<file path="src/hdl/dbs_pkg.sv">
// Purpose: Shared constants and types for the debug breakpoint sequencer.
// Assumes: One clock domain; all control inputs are synchronous to it.
// Notes:   State codes are the values shown on the state indication field.
package dbs_pkg;

  // Width of the state indication field and of every next-state selector.
  localparam int unsigned STATE_W = 3;

  // Sequencer states; the binary index of states 0 to 3 is shown directly.
  typedef enum logic [2:0] {
    DBS_STATE0 = 3'h0,
    DBS_STATE1 = 3'h1,
    DBS_STATE2 = 3'h2,
    DBS_STATE3 = 3'h3,
    DBS_FINAL  = 3'h4
  } dbs_state_t;

  // Reset values.
  localparam dbs_state_t STATE_RST = DBS_STATE0;
  localparam logic       ARMED_RST = 1'b0;
  localparam logic       BREAK_RST = 1'b0;

  // External event enable value that lets the external event steer the sequencer.
  localparam logic [1:0] EXT_EVENT_ADVANCE = 2'h2;

  // Layout of one state control word: one next-state selector per event source except the force event.
  localparam int unsigned CTRL_W      = 12;
  localparam int unsigned CTRL_EXT_LO = 0;
  localparam int unsigned CTRL_M3_LO  = 3;
  localparam int unsigned CTRL_M1_LO  = 6;
  localparam int unsigned CTRL_M0_LO  = 9;

  // Cause codes reported for the most recent transition.
  typedef enum logic [2:0] {
    DBS_CAUSE_NONE   = 3'h0,
    DBS_CAUSE_FORCE  = 3'h1,
    DBS_CAUSE_EXT    = 3'h2,
    DBS_CAUSE_HIT3   = 3'h3,
    DBS_CAUSE_HIT1   = 3'h4,
    DBS_CAUSE_HIT0   = 3'h5,
    DBS_CAUSE_ARM    = 3'h6,
    DBS_CAUSE_DISARM = 3'h7
  } dbs_cause_t;

endpackage

</file>
<file path="src/hdl/dbs_event_select.sv">
// Purpose: Priority selection among the sequencer's advancing events.
// Assumes: Event inputs are already qualified by their enables.
// Notes:   Purely combinational; the caller registers the outcome.
`timescale 1ns/1ps
`default_nettype none
module dbs_event_select
  import dbs_pkg::*;
(
  // Qualified events.
  input  wire logic              force_in,
  input  wire logic              ext_in,
  input  wire logic              hit3_in,
  input  wire logic              hit1_in,
  input  wire logic              hit0_in,
  // State control word of the current state.
  input  wire logic [CTRL_W-1:0] ctrl_in,
  // Selected outcome.
  output logic                   hit_out,
  output dbs_state_t             next_out,
  output dbs_cause_t             cause_out
);

  // Selector fields of the current state control word.
  logic [STATE_W-1:0] sel_ext;
  logic [STATE_W-1:0] sel_m3;
  logic [STATE_W-1:0] sel_m1;
  logic [STATE_W-1:0] sel_m0;
  assign sel_ext = ctrl_in[CTRL_EXT_LO +: STATE_W];
  assign sel_m3  = ctrl_in[CTRL_M3_LO  +: STATE_W];
  assign sel_m1  = ctrl_in[CTRL_M1_LO  +: STATE_W];
  assign sel_m0  = ctrl_in[CTRL_M0_LO  +: STATE_W];

  // Fixed priority chain: force first, then external, then hits 3, 1, 0.
  assign hit_out = force_in | ext_in | hit3_in | hit1_in | hit0_in;

  // The force event always targets the final state, ignoring the control word.
  assign next_out = force_in ? DBS_FINAL :
                    ext_in   ? dbs_state_t'(sel_ext) :
                    hit3_in  ? dbs_state_t'(sel_m3) :
                    hit1_in  ? dbs_state_t'(sel_m1) :
                    hit0_in  ? dbs_state_t'(sel_m0) :
                               DBS_STATE0;

  // Cause follows the same chain; status takes it only when the winning event moves the sequencer.
  assign cause_out = force_in ? DBS_CAUSE_FORCE :
                     ext_in   ? DBS_CAUSE_EXT :
                     hit3_in  ? DBS_CAUSE_HIT3 :
                     hit1_in  ? DBS_CAUSE_HIT1 :
                     hit0_in  ? DBS_CAUSE_HIT0 :
                                DBS_CAUSE_NONE;

endmodule
`default_nettype wire

</file>
<file path="src/hdl/dbs_sequencer.sv">
// Purpose: State sequencer that turns a chain of debug events into a breakpoint request.
// Assumes: All inputs are synchronous to CLK_IN; the arm write is a one-cycle strobe.
// Notes:   Control and status bits are plain ports; there is no register bus.
`timescale 1ns/1ps
`default_nettype none

module dbs_sequencer
  import dbs_pkg::*;
(
  // Clock and reset.
  input  wire logic               CLK_IN,
  input  wire logic               RSTN_IN,
  // Arm control write strobe and its data bit.
  input  wire logic               ARM_WRITE_IN,
  input  wire logic               ARM_DATA_IN,
  // Breakpoint enable.
  input  wire logic               BREAK_ENABLE_IN,
  // External event and its enable field.
  input  wire logic               EXTERNAL_DEBUG_EVENT_IN,
  input  wire logic [1:0]         EXTERNAL_EVENT_ENABLE_FIELD_IN,
  // Immediate force event and comparator hits.
  input  wire logic               IMMEDIATE_FORCE_EVENT_IN,
  input  wire logic               COMPARATOR_HIT_3_IN,
  input  wire logic               COMPARATOR_HIT_1_IN,
  input  wire logic               COMPARATOR_HIT_0_IN,
  // State control words for states 1, 2 and 3.
  input  wire logic [CTRL_W-1:0]  STATE1_CONTROL_IN,
  input  wire logic [CTRL_W-1:0]  STATE2_CONTROL_IN,
  input  wire logic [CTRL_W-1:0]  STATE3_CONTROL_IN,
  // Status.
  output logic [STATE_W-1:0]      SEQUENCER_STATE_FLAGS_OUT,
  output logic                    ARMED_OUT,
  output logic [2:0]              LAST_CAUSE_OUT,
  output logic                    STATE_CHANGE_OUT,
  // Breakpoint request towards the processor core.
  output logic                    BREAK_REQUEST_OUT
);

  // Picks the control word that belongs to the given state.
  function automatic logic [CTRL_W-1:0] pick_ctrl(
    input dbs_state_t        st,
    input logic [CTRL_W-1:0] c1,
    input logic [CTRL_W-1:0] c2,
    input logic [CTRL_W-1:0] c3
  );
    logic [CTRL_W-1:0] r;
    r = '0;
    if (st == DBS_STATE1) begin
      r = c1;
    end else if (st == DBS_STATE2) begin
      r = c2;
    end else if (st == DBS_STATE3) begin
      r = c3;
    end
    return r;
  endfunction

  // True for the three armed intermediate states.
  function automatic logic is_active(input dbs_state_t st);
    return (st == DBS_STATE1) || (st == DBS_STATE2) || (st == DBS_STATE3);
  endfunction

  // A selector is usable only if it names a defined state.
  function automatic logic is_valid_target(input dbs_state_t st);
    return is_active(st) || (st == DBS_STATE0) || (st == DBS_FINAL);
  endfunction

  // State and status registers.
  dbs_state_t state_reg;
  dbs_state_t state_next;
  logic       armed_reg;
  logic       armed_next;
  logic       break_reg;
  logic       break_next;
  dbs_cause_t cause_reg;
  dbs_cause_t cause_next;
  logic       change_reg;
  logic       change_next;

  // Decoded conditions.
  logic              in_final;
  logic              in_active;
  logic              arm_set;
  logic              arm_clear;
  logic              ext_qual;
  logic [CTRL_W-1:0] cur_ctrl;
  logic              sel_hit;
  dbs_state_t        sel_next;
  dbs_cause_t        sel_cause;
  logic              ev_move;
  logic              ev_to_idle;

  // Current state classification.
  assign in_final  = (state_reg == DBS_FINAL);
  assign in_active = is_active(state_reg);

  // Arm writes; a one only acts while disarmed, a zero only while armed.
  assign arm_set   = ARM_WRITE_IN & ARM_DATA_IN & ~armed_reg & (state_reg == DBS_STATE0);
  assign arm_clear = ARM_WRITE_IN & ~ARM_DATA_IN & armed_reg;

  // The external event counts only under the advancing enable value.
  assign ext_qual = EXTERNAL_DEBUG_EVENT_IN &
                    (EXTERNAL_EVENT_ENABLE_FIELD_IN == EXT_EVENT_ADVANCE);

  // Control word of the state we are in; unused outside states 1 to 3.
  assign cur_ctrl = pick_ctrl(state_reg, STATE1_CONTROL_IN, STATE2_CONTROL_IN,
                              STATE3_CONTROL_IN);

  // Priority selection among the advancing events.
  dbs_event_select u_select (
    .force_in  (IMMEDIATE_FORCE_EVENT_IN),
    .ext_in    (ext_qual),
    .hit3_in   (COMPARATOR_HIT_3_IN),
    .hit1_in   (COMPARATOR_HIT_1_IN),
    .hit0_in   (COMPARATOR_HIT_0_IN),
    .ctrl_in   (cur_ctrl),
    .hit_out   (sel_hit),
    .next_out  (sel_next),
    .cause_out (sel_cause)
  );

  // Events move the sequencer only from states 1 to 3, and only to a defined
  // state other than the current one. Events are not examined in the final
  // state, so nothing but the return to State0 can follow it.
  assign ev_move    = in_active & sel_hit & is_valid_target(sel_next) &
                      (sel_next != state_reg);
  assign ev_to_idle = ev_move & (sel_next == DBS_STATE0);

  // Next state. Software disarm has the last word over any coincident event,
  // so a user can always abandon a sequence without a breakpoint.
  assign state_next = arm_clear  ? DBS_STATE0 :
                      in_final   ? DBS_STATE0 :
                      arm_set    ? DBS_STATE1 :
                      ev_move    ? sel_next :
                                   state_reg;

  // Armed condition follows the state: cleared on every return to State0.
  assign armed_next = arm_clear  ? 1'b0 :
                      in_final   ? 1'b0 :
                      ev_to_idle ? 1'b0 :
                      arm_set    ? 1'b1 :
                                   armed_reg;

  // Breakpoint request for event-driven arrivals at State0 only; the final
  // state return counts as event driven because an event put us there.
  assign break_next = BREAK_ENABLE_IN & ~arm_clear &
                      (in_final | ev_to_idle);

  // Cause of the transition now being taken, if any.
  assign cause_next = arm_clear ? DBS_CAUSE_DISARM :
                      in_final  ? cause_reg :
                      arm_set   ? DBS_CAUSE_ARM :
                      ev_move   ? sel_cause :
                                  cause_reg;

  // One-cycle strobe marking that the state indication has just changed.
  assign change_next = (state_next != state_reg);

  // Sequencer state; its code drives the state indication field directly.
  always_ff @(posedge CLK_IN or negedge RSTN_IN) begin
    if (!RSTN_IN) begin
      state_reg <= STATE_RST;
    end else begin
      state_reg <= state_next;
    end
  end

  // Armed condition and breakpoint request.
  always_ff @(posedge CLK_IN or negedge RSTN_IN) begin
    if (!RSTN_IN) begin
      armed_reg <= ARMED_RST;
      break_reg <= BREAK_RST;
    end else begin
      armed_reg <= armed_next;
      break_reg <= break_next;
    end
  end

  // Status of the most recent transition.
  always_ff @(posedge CLK_IN or negedge RSTN_IN) begin
    if (!RSTN_IN) begin
      cause_reg  <= DBS_CAUSE_NONE;
      change_reg <= 1'b0;
    end else begin
      cause_reg  <= cause_next;
      change_reg <= change_next;
    end
  end

  // Outputs straight from the registers. The final state code is seen for a
  // single cycle only, because the sequencer leaves it on the next edge.
  assign SEQUENCER_STATE_FLAGS_OUT = state_reg;
  assign ARMED_OUT                 = armed_reg;
  assign LAST_CAUSE_OUT            = cause_reg;
  assign STATE_CHANGE_OUT          = change_reg;
  assign BREAK_REQUEST_OUT         = break_reg;

endmodule
`default_nettype wire

</file>
<file path="config.mk">
export PLATFORM = sky130hd
export DESIGN_NAME = dbs_sequencer
export DESIGN_NICKNAME = d
export VERILOG_FILES = /design/src/hdl/dbs_pkg.sv /design/src/hdl/dbs_event_select.sv /design/src/hdl/dbs_sequencer.sv
export SDC_FILE = /design/constraint.sdc
export NUM_CORES = 1
export LEC_CHECK = 0
export ABC_AREA = 1
export BUFFER_PORTS_ARGS = -buffer_cell sky130_fd_sc_hd__buf_2
export CAP_MARGIN = 20
export CORE_MARGIN = 10
export CORE_UTILIZATION = 41
export DETAILED_ROUTE_END_ITERATION = 16
export PLACE_DENSITY = 0.84
export SLEW_MARGIN = 0
export SYNTH_ARGS = -nofsm -noshare
export SYNTH_HDL_FRONTEND = slang
export SYNTH_SLANG_ARGS = --single-unit
</file>
<file path="constraint.sdc">
create_clock -name CLK_IN -period 1.8 [get_ports CLK_IN]
set_clock_uncertainty 0.1 [all_clocks]
set_input_delay 0.45 -clock CLK_IN [delete_from_list [all_inputs] [get_ports CLK_IN]]
set_output_delay 0.45 -clock CLK_IN [all_outputs]
set_load 0.01 [all_outputs]
</file>
==> results.cfg, run 1 <==
[cts]
htree_levels = 1
cts_root_buf = clkbuf_4
cts_buffers = 3
worstSkewPairLatency_ns = 0.26
cts.sinks = 9
cts_tree = built
cts.path.max_buffers = 2
path_clk_slew_ns = 0.06

[finish]
final_common_cell = buf_2
stdcell_area_sq_mm = 0.001764
drive_above_1_share = 0.4357
area_growth_pct = 62.26
diodes = 0
final_cell_mix = 56 x buf_2, 53 x nand2_1, 33 x nand3_1, 24 x inv_1, 24 x buf_4
final_nets = 329

[worst_setup_path]
crit_chain = nor2_4 -> buf_6 -> nand3b_1 -> nand2_1 -> inv_1 -> nand2_1 -> nand3_1 -> nand2_2 -> nand2_4 -> o21ai_1 -> nand2_1 -> xor2_1 -> nor2_1 -> nand2_1
slowest_delay_ns = 0.49
worstSetupPathType = reg2reg
end_kind = flop
slowest_stage = dfrtp_2
crit_fanout = 8
cp.required_ns = 1.85
cpMostUsedCell = nand2_1
arrival_ns = 2.29
rr_worst_depth = 14
start_kind = flop

[sta]
worst_pin_slew_ns = 0.3668
whs_ns = 0.3046
timing.fmax_mhz = 447.0
setup_violations = 9
drv_slew = 0
min_period_over_period = 1.243
relSlewSlack = 0.7546
rsz0062_at_grt = yes
finalHoldViolations = 0
finalWorstSetupSlack_ns = -0.4373
min_period_ns = 2.237

[drt]
wl_per_cell_um = 13.55
via_count = 1558
initialDrtViolationCount = 99
routed_wl_mm = 4.202
first_pass_iters = 4
viasPerCell = 5.026
drc = 0
antenna_left = 0

[power]
leakagePower_nw = 1.035
peakVddDrop_mv = 1.179
finalPower_mw = 2.414
powerDensity_mw_per_mm2 = 1368

[worst_hold_path]
hp-class = in2reg
hold_path_depth = 3

[placement]
post-dp-hpwl_mm = 3.068
portBuffers = 56
post-place-ws_ns = -0.3364
place.gp.congestion = 0.8777
post_dp_cell_area_sq_mm = 0.001575

[yosys]
syn_nets = 245
ys_seq_area_frac = 0.2071
syn_avg_cell_area_sq_um = 5.519
ys_seq_elements = 9
synthCells = 197
ys_warn_count = 0
netlist_area_sq_mm = 0.001087
synth.distinct_cells = 20

[floorplan]
start_util = 0.4349
die_w_um = 71.50
dieHeight_um = 71.50
rows = 18
dieArea_sq_mm = 0.005112
ioPinCount = 57
core_sq_mm = 0.002500

[outcome]
status = finished with violations
violations = setup timing

[run]
cap_violations = 0

[global_routing]
grt_max_degree = 17
grt_usage = 0.1537
grt_pass1_vias = 1587
grt_pass1_wl_mm = 6.734
grt_antenna_before_repair = 0
overflow = 0
==> layout make-up <==
class	count	area (sq um)
Clock buffer	4	26.28
Sequential cell	9	227.7
Timing Repair Buffer	85	533.0
Fill cell	205	735.7
Multi-Input combinational cell	154	829.5
Inverter	28	110.1
Tap cell	30	37.54
==> kinds of logic after synthesis <==
group | count (synthesis) | synth area share
AO/OA/AOI/OAI | 9 | 0.04142
AND/OR/NAND/NOR | 142 | 0.5903
buffers and inverters | 34 | 0.1369
XOR/XNOR | 3 | 0.02417
flip-flops | 9 | 0.2071
==> where the power goes <==
group	total [mW]	internal, mW	switching [mW]
sequential	0.381	0.292	0.0892
clock	0.156	0.0854	0.0705
combinational	1.88	0.805	1.07
==> metrics by stage <==
stage | util | setup TNS, ns | cells
after floorplan | - | -0.5772 | 197
after global placement | 0.6301 | -1.689 | 299
after detailed placement | 0.6301 | -2.223 | 299
after CTS | 0.6847 | -1.506 | 308
after global routing | 0.7057 | -3.971 | 310
final | 0.7057 | -2.695 | 310
==> worst paths after layout <==
check,start,endpoint,slack (ns)
max,SEQUENCER_STATE_FLAGS_OUT[2],STATE_CHANGE_OUT,-0.44
min,BREAK_ENABLE_IN,BREAK_REQUEST_OUT,0.30
max reg2reg,SEQUENCER_STATE_FLAGS_OUT[2],STATE_CHANGE_OUT,-0.44
min reg2reg,LAST_CAUSE_OUT[2],LAST_CAUSE_OUT[2],0.41
max in group asynchronous,RSTN_IN,SEQUENCER_STATE_FLAGS_OUT[1],0.94
min in group asynchronous,RSTN_IN,SEQUENCER_STATE_FLAGS_OUT[0],0.47
==> routing by layer <==
| layer | vias up | global-route usage | routed length [um] |
|---|---|---|---|
| met4 | 0 | 0.05161 | 88 |
| met3 | 10 | 0.03444 | 274 |
| met1 | 684 | 0.1702 | 1675 |
| met5 | - | 0 | 0 |
| met2 | 66 | 0.2794 | 2164 |
| li1 | 798 | - | - |
==> cell usage after synthesis <==
| cell | n | area [sq um] |
|---|---|---|
| nand2_1 | 60 | 225.2 |
| inv_2 | 3 | 11.26 |
| clkbuf_1 | 1 | 3.750 |
| o21ai_0 | 6 | 30.03 |
| nand2_2 | 6 | 37.54 |
| nor2_2 | 4 | 25.02 |
| xor2_1 | 3 | 26.28 |
| o21ai_1 | 1 | 5.000 |
| nand4_1 | 6 | 37.54 |
| dfrtp_1 | 9 | 225.2 |
| nand3_1 | 42 | 210.2 |
| buf_2 | 2 | 10.01 |
| buf_6 | 2 | 22.52 |
| inv_1 | 25 | 93.84 |
| nand3b_1 | 3 | 22.52 |
| nor4_1 | 1 | 6.260 |
| nor2_1 | 19 | 71.32 |
| or2_2 | 1 | 6.260 |
| a21oi_1 | 2 | 10.01 |
| buf_4 | 1 | 7.510 |
==> registers in the layout (all words and copies together), names as in the netlist <==
name,count
STATE_CHANGE_OUT,1
ARMED_OUT,1
SEQUENCER_STATE_FLAGS_OUT,3
LAST_CAUSE_OUT,3
BREAK_REQUEST_OUT,1
==> what timing repair did <==
action / CTS / global route
hold endpoints to repair: 9 / 0
pin swaps: 6 / 5
resized for setup: 16 / 10
buffers inserted: 4 / 2
hold buffers: 1 / 0
setup endpoints to repair: 9 / 9
==> critical path, delay by kind of cell, from the launching register on <==
family,cells,cell delay [ns]
flops,1,0.49
xor+xnor,1,0.16
simple gates,10,1.04
compound gates,1,0.13
buf+inv,2,0.19
No activity file was read; power rests on OpenSTA's default activity.
==> run 2: changes to the inputs <==
--- a/config.mk
+++ b/config.mk
@@ -6,7 +6,7 @@
 export NUM_CORES = 1
 export LEC_CHECK = 0
 export ABC_AREA = 1
-export BUFFER_PORTS_ARGS = -buffer_cell sky130_fd_sc_hd__buf_2
+export BUFFER_PORTS_ARGS = -buffer_cell sky130_fd_sc_hd__buf_4
 export CAP_MARGIN = 20
 export CORE_MARGIN = 10
 export CORE_UTILIZATION = 41
==> results.cfg, run 2 (synthesis results as in run 1) <==
[finish]
final_nets = 333
diodes = 0
stdcell_area_sq_mm = 0.001966
final_cells = 314
utilization = 0.7863
final_common_cell = buf_4
drive_above_1_share = 0.4613
final_cell_mix = 84 x buf_4, 55 x nand2_1, 33 x nand3_1, 21 x inv_1, 16 x nor2_1
area_growth_pct = 80.78

[drt]
first_pass_iters = 6
antenna_left = 0
routed_wl_mm = 4.811
initialDrtViolationCount = 146
viasPerCell = 5.290
wl_per_cell_um = 15.32
drc = 0
via_count = 1661

[cts]
path_clk_slew_ns = 0.07
cts_buffers = 3
cts_tree = built
cts.sinks = 9
worstSkewPairLatency_ns = 0.27
cts_root_buf = clkbuf_4
htree_levels = 1
cts.path.max_buffers = 2

[floorplan]
start_util = 0.4349
core_sq_mm = 0.002500
ioPinCount = 57
die_w_um = 71.50
dieHeight_um = 71.50
dieArea_sq_mm = 0.005112
rows = 18

[global_routing]
grt_pass1_vias = 1449
met2_usage = 0.2647
grt_busiest_layer = met2
grt_antenna_before_repair = 0
grt_pass1_wl_mm = 6.541
grt_use_met1 = 0.1748
grt_usage = 0.1489
met3_usage = 0.03444
overflow = 0
grt_max_degree = 13

[power]
finalPower_mw = 2.717
peakVddDrop_mv = 1.270
powerDensity_mw_per_mm2 = 1382
leakagePower_nw = 1.105

[outcome]
status = finished with violations
violations = setup timing

[sta]
finalWorstSetupSlack_ns = -0.5410
worst_pin_slew_ns = 0.4118
finalHoldViolations = 0
relSlewSlack = 0.7225
drv_slew = 0
min_period_ns = 2.341
min_period_over_period = 1.301
finalSetupTns_ns = -3.369
timing.fmax_mhz = 427.2
setup_violations = 9
rsz0062_at_grt = yes

[placement]
post_dp_cell_area_sq_mm = 0.001750
portBuffers = 56
post-dp-hpwl_mm = 3.172
dp_cells = 302
place.gp.congestion = 0.9044

[worst_setup_path]
arrival_ns = 2.40
cp.required_ns = 1.86
crit_fanout = 7
end_kind = flop
worstSetupPathType = reg2reg
start_kind = flop

[run]
cap_violations = 0

[worst_hold_path]
hp-class = in2reg
[run 2: changes by cell type in the layout (fill, tap and decap cells not counted), moves of 2 or more]
cell	delta
nand2_2	-3
buf_2	-56
nor2_2	+2
buf_4	+60
nand2_1	+2
nor2_1	-2
inv_1	-3
o21ai_0	+2
o21ai_1	-3
[run 2: layer usage]
metal / part of all wire / vias to the layer above
li1: - / 802
met1: 0.39 / 770
met2: 0.52 / 72
met3: 0.060 / 17
met4: 0.032 / 0
met5: 0 / -
[run 2: critical path, cell delays in order (launching register included)]
cell and delay, ns:
dfrtp_2 0.48, nor2_4 0.17, buf_6 0.14, nand3b_1 0.08, nand2_1 0.07, inv_1 0.04
nand2_1 0.07, nand3_1 0.12, nand2_2 0.16, nand2_4 0.08, nand2_4 0.09, nand2_4 0.07
nand2_2 0.08, nand3_2 0.07, nand2_1 0.07, nand2_1 0.05, nor2_1 0.16, nand2_1 0.09
[run 2: layout make-up]
type	count	area, sq um
tap	30	37.54
fill	165	534.3
sequential	9	227.7
multi-input combinational	154	854.6
inverter	28	116.4
timing repair buffer	89	703.2
clock buffer	4	26.28
[run 2: repair_timing]
item | 4_1_cts | 5_1_grt
endpoints found under the hold margin | 9 | 0
gates resized for setup | 10 | 22
endpoints found under the setup margin | 9 | 9
hold buffers | 1 | 0
buffers inserted | 3 | 5
pin swaps | 7 | 19
[run 2: final timing paths]
| path | slack, ns | start | cells past startpoint | end |
|---|---|---|---|---|
| min in group asynchronous | 0.44 | RSTN_IN | 2 | SEQUENCER_STATE_FLAGS_OUT[0] |
| hold reg to reg | 0.42 | LAST_CAUSE_OUT[2] | 2 | LAST_CAUSE_OUT[2] |
| setup / recovery | -0.54 | SEQUENCER_STATE_FLAGS_OUT[2] | 17 | STATE_CHANGE_OUT |
| hold / removal | 0.30 | BREAK_ENABLE_IN | 3 | BREAK_REQUEST_OUT |
| max in group asynchronous | 1.01 | RSTN_IN | 2 | LAST_CAUSE_OUT[1] |
| setup reg to reg | -0.54 | SEQUENCER_STATE_FLAGS_OUT[2] | 17 | STATE_CHANGE_OUT |
[run 2: metrics by stage]
step / setup WS, ns / hold slack, ns
detailed placement: -0.3176 / 0.1776
finish: -0.5410 / 0.3023
floorplan: -0.1319 / 0.05441
global route: -0.6411 / 0.3390
global placement: -0.2882 / 0.1774
CTS: -0.2082 / 0.3123
[run 2: power breakdown]
| part | total [mW] | leakage (nW) | internal (mW) | switching (mW) |
|---|---|---|---|---|
| sequential | 0.390 | 0.110 | 0.292 | 0.0980 |
| clock | 0.160 | 0.0150 | 0.0855 | 0.0749 |
| combinational | 2.17 | 0.980 | 0.980 | 1.19 |
| total | 2.72 | 1.11 | 1.36 | 1.36 |
